===== src/hdl/rhgs_defs.svh =====
// constants for the root hub global status block
`ifndef RHGS_DEFS_SVH
`define RHGS_DEFS_SVH
`define RHGS_ADDR_STATUS 4'h0
`define RHGS_ADDR_IRQ_STAT 4'h1
`define RHGS_ADDR_IRQ_MASK 4'h2
`define RHGS_ADDR_CONFIG 4'h3
`define RHGS_ADDR_PORTS 4'h4
`define RHGS_BIT_CLEAR_WAKE 31
`define RHGS_BIT_OC_CHANGE 17
`define RHGS_BIT_SET_POWER 16
`define RHGS_BIT_WAKE_EN 15
`define RHGS_BIT_OC_GLOBAL 1
`define RHGS_BIT_CLEAR_POWER 0
`define RHGS_IRQ_OC_CHANGE 0
`define RHGS_IRQ_RESUME 1
`define RHGS_IRQ_WIDTH 2
`define RHGS_CFG_SCHEME 0
`define RHGS_CFG_PERPORT_OC 1
`define RHGS_RESET_VALUE 32'h0000_0000
`endif


===== src/hdl/rhgs_pkg.sv =====
// types for the root hub global status block
package rhgs_pkg;
   typedef enum logic [1:0] {RHGS_OPERATIONAL, RHGS_SUSPENDED, RHGS_RESUMING} rhgs_state_e;
   typedef logic [31:0] rhgs_word_t;
endpackage


===== src/hdl/rhgs_event_flag.sv =====
// sticky event flag with write-one-to-clear, set wins
`timescale 1ns/1ns
`default_nettype none
module rhgs_event_flag
(
   // clock and reset
   input wire logic clk,
   input wire logic resetn,
   // event and clear
   input wire logic set_pulse,
   input wire logic clear_pulse,
   // flag
   output logic flag
);
   logic flag_d;
   logic flag_q;

   // set beats a clear in the same cycle so no event is lost
   always_comb
   begin
      flag_d = flag_q;
      if (clear_pulse)
         flag_d = 1'b0;
      if (set_pulse)
         flag_d = 1'b1;
   end

   // register
   always_ff @(posedge clk or negedge resetn)
   begin
      if (!resetn)
         flag_q <= 1'b0;
      else
         flag_q <= flag_d;
   end

   assign flag = flag_q;
endmodule
`default_nettype wire


===== src/hdl/rhgs_port_power.sv =====
// downstream port power state for global and per-port switching
`timescale 1ns/1ns
`default_nettype none
module rhgs_port_power
#(
   parameter int NUM_PORTS = 2
)
(
   // clock and reset
   input wire logic clk,
   input wire logic resetn,
   // commands
   input wire logic power_on_cmd,
   input wire logic power_off_cmd,
   input wire logic power_switch_scheme,
   input wire logic [NUM_PORTS-1:0] port_power_mask,
   // state
   output logic [NUM_PORTS-1:0] port_powered_state
);
   logic [NUM_PORTS-1:0] pwr_d;
   logic [NUM_PORTS-1:0] pwr_q;
   logic [NUM_PORTS-1:0] sel;

   // elaboration check: the mask and power fields must fit the word
   if (NUM_PORTS < 1 || NUM_PORTS > 15)
   begin
      $error("rhgs_port_power: NUM_PORTS out of range");
   end

   // global mode touches every port, per-port only unmasked ones
   always_comb
   begin
      sel = power_switch_scheme ? ~port_power_mask : '1;
      pwr_d = pwr_q;
      if (power_on_cmd)
         pwr_d = pwr_q | sel;
      else if (power_off_cmd)
         pwr_d = pwr_q & ~sel;
   end

   // register
   always_ff @(posedge clk or negedge resetn)
   begin
      if (!resetn)
         pwr_q <= '0;
      else
         pwr_q <= pwr_d;
   end

   assign port_powered_state = pwr_q;
endmodule
`default_nettype wire


===== src/hdl/rhgs_core.sv =====
// root hub global status and control register block
//
// Summary of operation
// RL1 - writing one to bit 31 clears wake enable
// RL2 - overcurrent change flag sets on indicator change
// RL3 - written one clears change flag, zero ignored
// RL4 - bit 16 always reads zero
// RL5 - global mode: bit 16 powers all ports
// RL6 - per-port mode: bit 16 powers unmasked ports
// RL7 - wake enable makes attach change resume event
// RL8 - writing one to bit 15 sets wake enable
// RL9 - bit 1 shows global overcurrent condition
// RL10 - per-port overcurrent reporting holds bit 1 zero
// RL11 - bit 0 always reads zero
// RL12 - global mode: bit 0 unpowers all ports
// RL13 - per-port mode: bit 0 unpowers unmasked ports
// RL14 - reserved bits read zero, writes ignored
//
// The plain strobed port and the register addresses were left to the implementer.
`include "rhgs_defs.svh"
`timescale 1ns/1ns
`default_nettype none
module rhgs_core
   import rhgs_pkg::*;
#(
   parameter int NUM_PORTS = 2
)
(
   // clock and reset
   input wire logic clk,
   input wire logic resetn,
   // register port
   input wire logic [3:0] reg_addr,
   input wire logic [31:0] reg_wdata,
   input wire logic reg_write,
   input wire logic reg_read,
   output logic [31:0] reg_rdata,
   // root hub side
   input wire logic overcurrent_in,
   input wire logic attach_change_flag,
   input wire logic suspend_req,
   input wire logic resume_done,
   output logic [NUM_PORTS-1:0] port_powered_state,
   output logic remote_wake_enable,
   output logic suspended_state,
   output logic resuming_state,
   // interrupt
   output logic irq
);
   logic wake_d;
   logic wake_q;
   logic oc_d;
   logic oc_q;
   logic [1:0] cfg_d;
   logic [1:0] cfg_q;
   logic [NUM_PORTS-1:0] mask_d;
   logic [NUM_PORTS-1:0] mask_q;
   logic [`RHGS_IRQ_WIDTH-1:0] imask_d;
   logic [`RHGS_IRQ_WIDTH-1:0] imask_q;
   logic [31:0] rdata_d;
   logic [31:0] rdata_q;
   rhgs_state_e state_d;
   rhgs_state_e state_q;
   logic wr_status;
   logic wr_istat;
   logic oc_change_flag;
   logic resume_seen_interrupt;
   logic resume_event;
   logic oc_changed;

   // elaboration check: power state must sit above bit 15, below bit 31
   if (NUM_PORTS < 1 || NUM_PORTS > 15)
   begin
      $error("rhgs_core: NUM_PORTS out of range");
   end

   // write decode
   function automatic logic hit(input logic [3:0] a, input logic [3:0] b);
      return a == b;
   endfunction

   assign wr_status = reg_write && hit(reg_addr, `RHGS_ADDR_STATUS);
   assign wr_istat = reg_write && hit(reg_addr, `RHGS_ADDR_IRQ_STAT);

   // indicator forced low when overcurrent is reported per port
   assign oc_changed = (cfg_q[`RHGS_CFG_PERPORT_OC] ? 1'b0 : overcurrent_in) != oc_q; // [RL2]
   assign resume_event = wake_q && attach_change_flag && state_q == RHGS_SUSPENDED; // [RL7]

   // control registers
   always_comb
   begin
      wake_d = wake_q;
      oc_d = cfg_q[`RHGS_CFG_PERPORT_OC] ? 1'b0 : overcurrent_in; // [RL9] [RL10]
      cfg_d = cfg_q;
      mask_d = mask_q;
      imask_d = imask_q;
      if (wr_status && reg_wdata[`RHGS_BIT_WAKE_EN])
         wake_d = 1'b1; // [RL8]
      if (wr_status && reg_wdata[`RHGS_BIT_CLEAR_WAKE])
         wake_d = 1'b0; // [RL1]
      if (reg_write && hit(reg_addr, `RHGS_ADDR_CONFIG))
         cfg_d = reg_wdata[1:0];
      if (reg_write && hit(reg_addr, `RHGS_ADDR_PORTS))
         mask_d = reg_wdata[NUM_PORTS-1:0];
      if (reg_write && hit(reg_addr, `RHGS_ADDR_IRQ_MASK))
         imask_d = reg_wdata[`RHGS_IRQ_WIDTH-1:0];
   end

   // register
   always_ff @(posedge clk or negedge resetn)
   begin
      if (!resetn)
      begin
         wake_q <= 1'b0;
         oc_q <= 1'b0;
         cfg_q <= 2'h0;
         mask_q <= '0;
         imask_q <= '0;
      end
      else
      begin
         wake_q <= wake_d;
         oc_q <= oc_d;
         cfg_q <= cfg_d;
         mask_q <= mask_d;
         imask_q <= imask_d;
      end
   end

   // suspend state machine, only the wake path matters here
   always_comb
   begin
      state_d = state_q;
      case (state_q)
         RHGS_OPERATIONAL:
            if (suspend_req)
               state_d = RHGS_SUSPENDED;
         RHGS_SUSPENDED:
            if (resume_event)
               state_d = RHGS_RESUMING; // [RL7]
         RHGS_RESUMING:
            if (resume_done)
               state_d = RHGS_OPERATIONAL;
         default:
            state_d = RHGS_OPERATIONAL;
      endcase
   end

   // register
   always_ff @(posedge clk or negedge resetn)
   begin
      if (!resetn)
         state_q <= RHGS_OPERATIONAL;
      else
         state_q <= state_d;
   end

   // overcurrent change flag, cleared from the status word
   rhgs_event_flag u_oc_flag
   (
      .clk(clk),
      .resetn(resetn),
      .set_pulse(oc_changed), // [RL2]
      .clear_pulse(wr_status && reg_wdata[`RHGS_BIT_OC_CHANGE]), // [RL3]
      .flag(oc_change_flag)
   );

   // resume seen flag, cleared in the interrupt status word
   rhgs_event_flag u_resume_flag
   (
      .clk(clk),
      .resetn(resetn),
      .set_pulse(resume_event), // [RL7]
      .clear_pulse(wr_istat && reg_wdata[`RHGS_IRQ_RESUME]),
      .flag(resume_seen_interrupt)
   );

   // port power commands
   rhgs_port_power #(.NUM_PORTS(NUM_PORTS)) u_power
   (
      .clk(clk),
      .resetn(resetn),
      .power_on_cmd(wr_status && reg_wdata[`RHGS_BIT_SET_POWER]), // [RL5] [RL6]
      .power_off_cmd(wr_status && reg_wdata[`RHGS_BIT_CLEAR_POWER]), // [RL12] [RL13]
      .power_switch_scheme(cfg_q[`RHGS_CFG_SCHEME]),
      .port_power_mask(mask_q),
      .port_powered_state(port_powered_state)
   );

   // read mux; unmapped addresses and reserved bits read zero
   always_comb
   begin
      rdata_d = `RHGS_RESET_VALUE; // [RL4] [RL11] [RL14]
      if (reg_read && hit(reg_addr, `RHGS_ADDR_STATUS))
      begin
         rdata_d[`RHGS_BIT_OC_CHANGE] = oc_change_flag;
         rdata_d[`RHGS_BIT_WAKE_EN] = wake_q;
         rdata_d[`RHGS_BIT_OC_GLOBAL] = oc_q; // [RL9]
      end
      else if (reg_read && hit(reg_addr, `RHGS_ADDR_IRQ_STAT))
      begin
         rdata_d[`RHGS_IRQ_OC_CHANGE] = oc_change_flag;
         rdata_d[`RHGS_IRQ_RESUME] = resume_seen_interrupt;
      end
      else if (reg_read && hit(reg_addr, `RHGS_ADDR_IRQ_MASK))
         rdata_d[`RHGS_IRQ_WIDTH-1:0] = imask_q;
      else if (reg_read && hit(reg_addr, `RHGS_ADDR_CONFIG))
         rdata_d[1:0] = cfg_q;
      else if (reg_read && hit(reg_addr, `RHGS_ADDR_PORTS))
      begin
         rdata_d[NUM_PORTS-1:0] = mask_q;
         rdata_d[NUM_PORTS+15:16] = port_powered_state;
      end
   end

   // read data stand one cycle only
   always_ff @(posedge clk or negedge resetn)
   begin
      if (!resetn)
         rdata_q <= `RHGS_RESET_VALUE;
      else
         rdata_q <= rdata_d;
   end

   assign reg_rdata = rdata_q;
   assign remote_wake_enable = wake_q;
   assign suspended_state = state_q == RHGS_SUSPENDED;
   assign resuming_state = state_q == RHGS_RESUMING;
   assign irq = |({resume_seen_interrupt, oc_change_flag} & imask_q);

   // checks
   property p_clear_wake;
      @(posedge clk) disable iff (!resetn)
      wr_status && reg_wdata[`RHGS_BIT_CLEAR_WAKE] |=> !remote_wake_enable;
   endproperty
   a_clear_wake: assert property (p_clear_wake) else $error("wake enable not cleared"); // [RL1]

   property p_set_wake;
      @(posedge clk) disable iff (!resetn)
      wr_status && reg_wdata[`RHGS_BIT_WAKE_EN] && !reg_wdata[`RHGS_BIT_CLEAR_WAKE]
      |=> remote_wake_enable;
   endproperty
   a_set_wake: assert property (p_set_wake) else $error("wake enable not set"); // [RL8]

   property p_oc_change;
      @(posedge clk) disable iff (!resetn)
      ##1 $changed(oc_q) |-> oc_change_flag;
   endproperty
   a_oc_change: assert property (p_oc_change) else $error("overcurrent change missed"); // [RL2]

   property p_oc_clear;
      @(posedge clk) disable iff (!resetn)
      wr_status && reg_wdata[`RHGS_BIT_OC_CHANGE] && !oc_changed |=> !oc_change_flag;
   endproperty
   a_oc_clear: assert property (p_oc_clear) else $error("change flag not cleared"); // [RL3]

   property p_status_zero;
      @(posedge clk) disable iff (!resetn)
      reg_read && hit(reg_addr, `RHGS_ADDR_STATUS)
      |=> reg_rdata[16] == 1'b0 && reg_rdata[0] == 1'b0 && reg_rdata[30:18] == 13'h0
          && reg_rdata[14:2] == 13'h0;
   endproperty
   a_status_zero: assert property (p_status_zero) // [RL4] [RL11] [RL14]
      else $error("fixed bits nonzero");

   property p_perport_oc;
      @(posedge clk) disable iff (!resetn)
      cfg_q[`RHGS_CFG_PERPORT_OC] |=> !oc_q;
   endproperty
   a_perport_oc: assert property (p_perport_oc) else $error("global indicator not zero"); // [RL10]

   property p_oc_follow;
      @(posedge clk) disable iff (!resetn)
      !cfg_q[`RHGS_CFG_PERPORT_OC] |=> oc_q == $past(overcurrent_in);
   endproperty
   a_oc_follow: assert property (p_oc_follow) else $error("indicator wrong"); // [RL9]

   property p_global_on;
      @(posedge clk) disable iff (!resetn)
      wr_status && reg_wdata[`RHGS_BIT_SET_POWER] && !cfg_q[`RHGS_CFG_SCHEME]
      |=> &port_powered_state;
   endproperty
   a_global_on: assert property (p_global_on) else $error("ports not powered"); // [RL5]

   property p_global_off;
      @(posedge clk) disable iff (!resetn)
      wr_status && !reg_wdata[`RHGS_BIT_SET_POWER] && reg_wdata[`RHGS_BIT_CLEAR_POWER]
      && !cfg_q[`RHGS_CFG_SCHEME] |=> port_powered_state == '0;
   endproperty
   a_global_off: assert property (p_global_off) else $error("ports not unpowered"); // [RL12]

   property p_masked_keep;
      @(posedge clk) disable iff (!resetn)
      wr_status && cfg_q[`RHGS_CFG_SCHEME]
      |=> (port_powered_state & $past(mask_q)) == ($past(port_powered_state) & $past(mask_q));
   endproperty
   a_masked_keep: assert property (p_masked_keep) // [RL6] [RL13]
      else $error("masked port changed");

   property p_resume;
      @(posedge clk) disable iff (!resetn)
      resume_event |=> resuming_state && resume_seen_interrupt;
   endproperty
   a_resume: assert property (p_resume) else $error("resume not taken"); // [RL7]

   c_resume: cover property (@(posedge clk) disable iff (!resetn) resume_event);
   c_oc: cover property (@(posedge clk) disable iff (!resetn) oc_changed && irq);
   c_perport: cover property (@(posedge clk) disable iff (!resetn)
      wr_status && cfg_q[`RHGS_CFG_SCHEME] && reg_wdata[`RHGS_BIT_SET_POWER]);
endmodule
`default_nettype wire


===== config.mk =====
export PLATFORM = sky130hd
export DESIGN_NAME = rhgs_core
export DESIGN_NICKNAME = d
export VERILOG_FILES = /design/src/hdl/rhgs_pkg.sv /design/src/hdl/rhgs_event_flag.sv /design/src/hdl/rhgs_port_power.sv /design/src/hdl/rhgs_core.sv
export VERILOG_INCLUDE_DIRS = /design/src /design/src/hdl
export SDC_FILE = /design/constraint.sdc
export NUM_CORES = 1
export LEC_CHECK = 0
export ABC_AREA = 0
export BUFFER_PORTS_ARGS = -buffer_cell sky130_fd_sc_hd__clkbuf_2
export CAP_MARGIN = 20
export CORE_ASPECT_RATIO = 0.75
export CORE_MARGIN = 2
export CORE_UTILIZATION = 30
export DETAILED_ROUTE_END_ITERATION = 6
export PLACE_DENSITY_LB_ADDON = 0.15
export SLEW_MARGIN = 40
export SYNTH_ARGS = -nofsm -noshare
export SYNTH_HDL_FRONTEND = slang
export SYNTH_SLANG_ARGS = --single-unit

===== constraint.sdc =====
create_clock -name clk -period 1.1 [get_ports clk]
set_input_delay 0.055 -clock clk [delete_from_list [all_inputs] [get_ports clk]]
set_output_delay 0.055 -clock clk [all_outputs]
set_load 0.02 [all_outputs]

======== Word level (Yosys, flattened, before mapping) ========
Cells that the tools add are included.
word-level totals
  bits in registers ....................... 19
  bits of input ports ..................... 44
  output and inout bits ................... 38
  logic and storage cells ................. 78
operators by class
  eq/ne operators ......................... 10
  multiplexer cells ....................... 27
  bitwise gates (word level) .............. 5
  reduce and logical (&&, ||, !) cells .... 26
operators with widths
  kind                count
  $mux 2              14
  $logic_and 1x1->1   18
  $mux 1              12
  $eq 4x2->1 const B  2
  $reduce_bool 2->1   4
  $pmux 2 s3          1
  $and 2x2->2         2
  $eq 4x1->1 const B  1
  $eq 4x3->1 const B  1
  $logic_not 4->1     1
  $ne 2x2->1 const B  2
  $not 2->2           2
  $reduce_and 3->1    1
  $eq 2x1->1 const B  1
  $eq 2x2->1 const B  1
  $logic_not 2->1     1
  $ne 2x1->1 const B  1
  $or 2x2->2          1
  $reduce_or 2->1     1
  $ne 1x1->1          1

======== Longest topological paths before layout ========
  depth in word-level cells ............... 7
  gate-level depth with buffers ........... 5

======== Cells and area by module ========
From an unflattened synthesis, not the netlist that was laid out.
second synthesis, totals
  cell total of the unflattened synthesis .. 117
  area total of the unflattened synthesis .. 1216.2 sq um
modules (own cells, without submodules)
  module           times used  cells an instance  area each (sq um)
  rhgs_core        1           103                1048.5
  rhgs_port_power  1           8                  95.1
  rhgs_event_flag  2           3                  36.3

======== Least setup slack after synthesis ========
Ideal clock, no wire load.
  kind .................................... register to register
  from .................................... register mask_q[1]
  to ...................................... register rdata_q[1], in the netlist reg_rdata[1]
  setup time .............................. 94 ps
  arrival ................................. 925 ps
  data required time ...................... 1006 ps
  path slack .............................. 81 ps
  stages on the path, launching flop included .. 5
  path buffers ............................ 0
  path through ............................ dfrtp_1 > nand3b_4 > a211oi_2 > a41oi_1 > a211oi_1
between the ends
  longest elaborated chain between the ends .. 5
ends and longest elaborated chain
  item                    RTL line          text
  start, declared         rhgs_core.sv:57   logic [NUM_PORTS-1:0] mask_q;
  start signal, assigned  rhgs_core.sv:125  mask_q <= mask_d;
  $mux 2                  rhgs_core.sv:209  else if (reg_read && hit(reg_addr, `RHGS_ADDR_PORTS))
  $mux 2                  rhgs_core.sv:207  else if (reg_read && hit(reg_addr, `RHGS_ADDR_CONFIG))
  $mux 2                  rhgs_core.sv:205  else if (reg_read && hit(reg_addr, `RHGS_ADDR_IRQ_MASK))
  $mux 2                  rhgs_core.sv:200  else if (reg_read && hit(reg_addr, `RHGS_ADDR_IRQ_STAT))
  $mux 1                  rhgs_core.sv:194  if (reg_read && hit(reg_addr, `RHGS_ADDR_STATUS))
  net rdata_d[1]          rhgs_core.sv:60   logic [31:0] rdata_d;
  end signal, assigned    rhgs_core.sv:220  rdata_q <= `RHGS_RESET_VALUE;
  end signal, assigned    rhgs_core.sv:222  rdata_q <= rdata_d;
  end, declared           rhgs_core.sv:61   logic [31:0] rdata_q;
The timed path passes the listed nets, and every way through them passes these cells.
A chain may end at the register's enable or synchronous reset.

======== Worst setup path in the final report ========
  from .................................... register u_oc_flag.flag_q, in the netlist u_oc_flag.flag
  to ...................................... output port irq
between the ends
  longest elaborated chain between the ends .. 2
ends and longest elaborated chain
  item                    RTL line               text
  start, declared         rhgs_event_flag.sv:16  logic flag_q;
  start signal, assigned  rhgs_event_flag.sv:34  flag_q <= flag_d;
  $and 2x2->2             rhgs_core.sv:229       assign irq = |({resume_seen_interrupt, oc_change_flag} & imask_q);
  $reduce_or 2->1         rhgs_core.sv:229
  end, declared           rhgs_core.sv:48        output logic irq
No other way between the ends.

==> flow_summary.html <==
<table>
<tr><th>Metric</th><th>Value</th></tr>
<tr><th colspan="2">Floorplanning</th></tr>
<tr><td>Horizontal die dimension</td><td>between 70 and 80 µm</td></tr>
<tr><td>Num ports</td><td>82</td></tr>
<tr><td>Starting density of the core</td><td>a little under a third</td></tr>
<tr><td>Die Outline Area</td><td>4480 µm²</td></tr>
<tr><td>Die H</td><td>approximately 60 µm</td></tr>
<tr><td>Site Rows</td><td>19</td></tr>
<tr><td>Area of the core</td><td>3730 µm²</td></tr>
<tr><th colspan="2">Layout</th></tr>
<tr><td>Final cell count without fillers</td><td>210</td></tr>
<tr><td>Number of inserted diodes</td><td>0</td></tr>
<tr><td>P&amp;R area growth vs syn</td><td>23.6%</td></tr>
<tr><td>Filler instances</td><td>just under 400</td></tr>
<tr><td>Final standard cell area without fillers</td><td>~1500 µm²</td></tr>
<tr><td>Total area of sequential cells</td><td>roughly 480 µm²</td></tr>
<tr><td>Ratio of cells with drive above 1 in the final layout</td><td>42.4%</td></tr>
<tr><td>Total area of multi-input combinational cells</td><td>roughly 570 µm²</td></tr>
<tr><td>Fin nets</td><td>203</td></tr>
<tr><td>Post-layout utilization of the core</td><td>39.3%</td></tr>
<tr><th colspan="2">Clocking</th></tr>
<tr><td>Clock insertion delay at the later pin of the skew report</td><td>0.26 ns</td></tr>
<tr><td>Depth of the CTS H-tree</td><td>1</td></tr>
<tr><td>Clock slew at the register clock pins of the worst setup and hold paths</td><td>about 0.07 ns</td></tr>
<tr><td>Longest Clk Path Bufs</td><td>2</td></tr>
<tr><td>CTS Root Buffer Type</td><td>sky130_fd_sc_hd__clkbuf_8</td></tr>
<tr><td>TritonCTS Sinks</td><td>19</td></tr>
<tr><td>Clock tree from TritonCTS</td><td>built</td></tr>
<tr><td>Number of buffers created by CTS</td><td>3</td></tr>
<tr><th colspan="2">Critical path</th></tr>
<tr><td>CP required</td><td>approximately 1.0 ns</td></tr>
<tr><td>Worst setup EP type</td><td>primary output</td></tr>
<tr><td>Setup slack of the worst register-to-register path</td><td>roughly 0.030 ns</td></tr>
<tr><td>Largest fanout of any net on the critical path</td><td>2</td></tr>
<tr><td>Arrival @ worst endpoint</td><td>~1.1 ns</td></tr>
<tr><td>Worst Path Class, Setup</td><td>reg -&gt; out</td></tr>
<tr><td>Startpoint class of the critical path</td><td>flip-flop</td></tr>
<tr><th colspan="2">Timing</th></tr>
<tr><td>Final count of hold timing violations</td><td>0</td></tr>
<tr><td>Fin crit period</td><td>between 1 and 1.5 ns</td></tr>
<tr><td>Final worst-path cycle share</td><td>108%</td></tr>
<tr><td>Endpoints failing setup</td><td>1</td></tr>
<tr><td>Worst Hold Slack</td><td>0.00692 ns</td></tr>
<tr><td>Worst clock skew</td><td>between 0.004 and 0.005 ns</td></tr>
<tr><td>Final Max Tran Viols</td><td>0</td></tr>
<tr><td>Fmax</td><td>about 0.84 GHz</td></tr>
<tr><td>Unrepaired setup endpoints after global routing</td><td>true</td></tr>
<tr><td>Worst setup slack after layout</td><td>-0.0866 ns</td></tr>
<tr><th colspan="2">Synthesis</th></tr>
<tr><td>Number of flops mapped to enable cells by yosys</td><td>0</td></tr>
<tr><td>Most frequently used cell type in the post-synthesis netlist</td><td>sky130_fd_sc_hd__buf_4</td></tr>
<tr><td>Fraction of the yosys area taken by sequential cells</td><td>40.1%</td></tr>
<tr><td>Cell types occupying the most area after synthesis</td><td>sky130_fd_sc_hd__dfrtp_1, sky130_fd_sc_hd__buf_4, sky130_fd_sc_hd__mux2_2</td></tr>
<tr><td>Fraction of registers with async set/reset</td><td>100%</td></tr>
<tr><td>Cell accounting for the most synthesized area</td><td>sky130_fd_sc_hd__dfrtp_1</td></tr>
<tr><td>Yosys reg bits</td><td>19</td></tr>
<tr><td>Synthesized instance count</td><td>~110</td></tr>
<tr><td>Number of distinct standard cells referenced by the synthesized netlist</td><td>37</td></tr>
<tr><td>Leading post-synthesis cells by instance count</td><td>sky130_fd_sc_hd__buf_4, sky130_fd_sc_hd__dfrtp_1, sky130_fd_sc_hd__nand2_1</td></tr>
<tr><td>Synthesized area divided by synthesized cell count</td><td>between 10 and 15 µm²</td></tr>
<tr><td>Synthesized cell area</td><td>1190 µm²</td></tr>
<tr><td>Synth Warn #</td><td>0</td></tr>
<tr><td>Top flip-flop cell by instance count after synthesis</td><td>sky130_fd_sc_hd__dfrtp_1</td></tr>
<tr><td>Top cell type's share of synthesized area</td><td>around 40%</td></tr>
<tr><th colspan="2">Global routing</th></tr>
<tr><td>Tot GR Track Use</td><td>12.4%</td></tr>
<tr><td>Grt total ovfl</td><td>0</td></tr>
<tr><td>First-pass GRT wire length</td><td>4170 µm</td></tr>
<tr><td>Antenna violations before repair</td><td>0</td></tr>
<tr><td>Number of global-route vias before repair</td><td>around 840</td></tr>
<tr><td>Maximum number of pins on one net before global-route repair</td><td>20</td></tr>
<tr><th colspan="2">Pwr</th></tr>
<tr><td>Peak supply drop</td><td>~0.00057 V</td></tr>
<tr><td>Power consumption</td><td>around 0.0022 W</td></tr>
<tr><td>Leak Pwr</td><td>about 0.74 nW</td></tr>
<tr><td>Power Dens Cells</td><td>between 1000 and 1500 nW/µm²</td></tr>
<tr><th colspan="2">Placed design</th></tr>
<tr><td>Routability Congestion</td><td>0.779</td></tr>
<tr><td>Port Buf Inserts</td><td>28</td></tr>
<tr><td>Post-placement cell area</td><td>around 1300 µm²</td></tr>
<tr><td>Final HPWL from detailed placement</td><td>between 2000 and 2500 µm</td></tr>
<tr><td>Cells after DPL</td><td>199</td></tr>
<tr><th colspan="2">Min path</th></tr>
<tr><td>Type of the tightest min-delay check</td><td>in -&gt; reg</td></tr>
<tr><th colspan="2">Flow run</th></tr>
<tr><td>Max-cap violation count</td><td>0</td></tr>
<tr><th colspan="2">Route</th></tr>
<tr><td>WL per Instance</td><td>12.6 µm</td></tr>
<tr><td>First-pass iteration count of the detailed router</td><td>4</td></tr>
<tr><td>DR iter-0 viols</td><td>45</td></tr>
<tr><td>Antenna violation net count after detailed routing</td><td>0</td></tr>
<tr><td>Final wirelength</td><td>2650 µm</td></tr>
<tr><td>Drc violations</td><td>0</td></tr>
<tr><td>Routed vias/inst</td><td>~4.2</td></tr>
<tr><td>DR vias</td><td>between 800 and 900</td></tr>
<tr><th colspan="2">Run status</th></tr>
<tr><td>Violations in the final reports</td><td>negative setup slack</td></tr>
<tr><td>Status</td><td>finished, violations left</td></tr>
</table>
per-layer routing:
| layer | track usage [%] | part of all wire, % | vias up | routed length (µm) |
|---|---|---|---|---|
| li1 | - | - | 427 | - |
| met1 | 16.6 | 49 | 409 | 1310 |
| met2 | 19.2 | 44 | 34 | 1180 |
| met3 | 4.29 | 6.0 | 2 | 159 |
| met4 | 3.90 | 0.23 | 0 | 6 |
| met5 | 0 | 0 | - | 0 |
critical path, stage by stage (launching register included):
cell                      delay [ns]
sky130_fd_sc_hd__dfrtp_1        0.39
sky130_fd_sc_hd__buf_6          0.12
sky130_fd_sc_hd__a22o_1         0.23
sky130_fd_sc_hd__buf_6          0.13
worst paths after layout:
path	endpoint	cells past startpoint	from
setup / recovery	irq	3	u_oc_flag.flag
hold / removal	state_q[0]	2	attach_change_flag
setup reg to reg	reg_rdata[1]	4	mask_q[1]
hold reg to reg	oc_q	1	cfg_q[1]
max in group asynchronous	state_q[0]	2	resetn
min in group asynchronous	state_q[1]	2	resetn
cell type report:
cell class	instances	area share [%]
Sequential cell	19	32.5
Multi-Input combinational cell	88	39.1
Clock buffer	3	2.82
Clock inverter	1	0.341
Timing Repair Buffer	45	20.3
Inverter	2	0.512
Tap cell	52	4.44
repair_timing:
action / 4_1_cts / 5_1_grt
gates resized for setup: 2 / 11
setup endpoints to repair: 3 / 5
pin swaps: 2 / 1
buffers inserted: 0 / 5
hold buffers: 2 / 0
endpoints found under the hold margin: 20 / 0
cells in the final DEF, fill, tap and decap left out, drive strengths merged, types with 4 or more instances in the layout:
master and count:
nand3 4, clkbuf 28, a21oi 4, nor2 5
dfrtp 19, nor2b 4, conb 27, nand2 8
buf 18, mux2 6
cell families after synthesis:
| group | share of synthesized area, % |
|---|---|
| AOI/OAI and AO/OA | 10.4 |
| xor gates and xnor gates | 0.739 |
| buffers and inverters | 21.2 |
| DFF | 40.1 |
| muxes | 7.38 |
| other | 0.316 |
| and+or+nand+nor | 19.8 |
stage by stage:
| stage | TNS, ns | setup WS (ns) |
|---|---|---|
| 4_1_cts | -0.115 | -0.115 |
| 3_5_place_dp | -0.143 | -0.0405 |
| 6_report | -0.0866 | -0.0866 |
| 2_1_floorplan | 0 | 0.0812 |
| 5_1_grt | -0.166 | -0.126 |
| 3_3_place_gp | -0.0481 | -0.0198 |
power by group:
part	total (W)	leakage [nW]	switching [W]	internal [W]
clock	0.000502	0.0255	0.000250	0.000252
sequential	0.000968	0.234	0.000138	0.000831
combinational	0.000703	0.480	0.000394	0.000309
total	0.00217	0.740	0.000781	0.00139
Note: power is estimated with default switching activity, not from simulation.
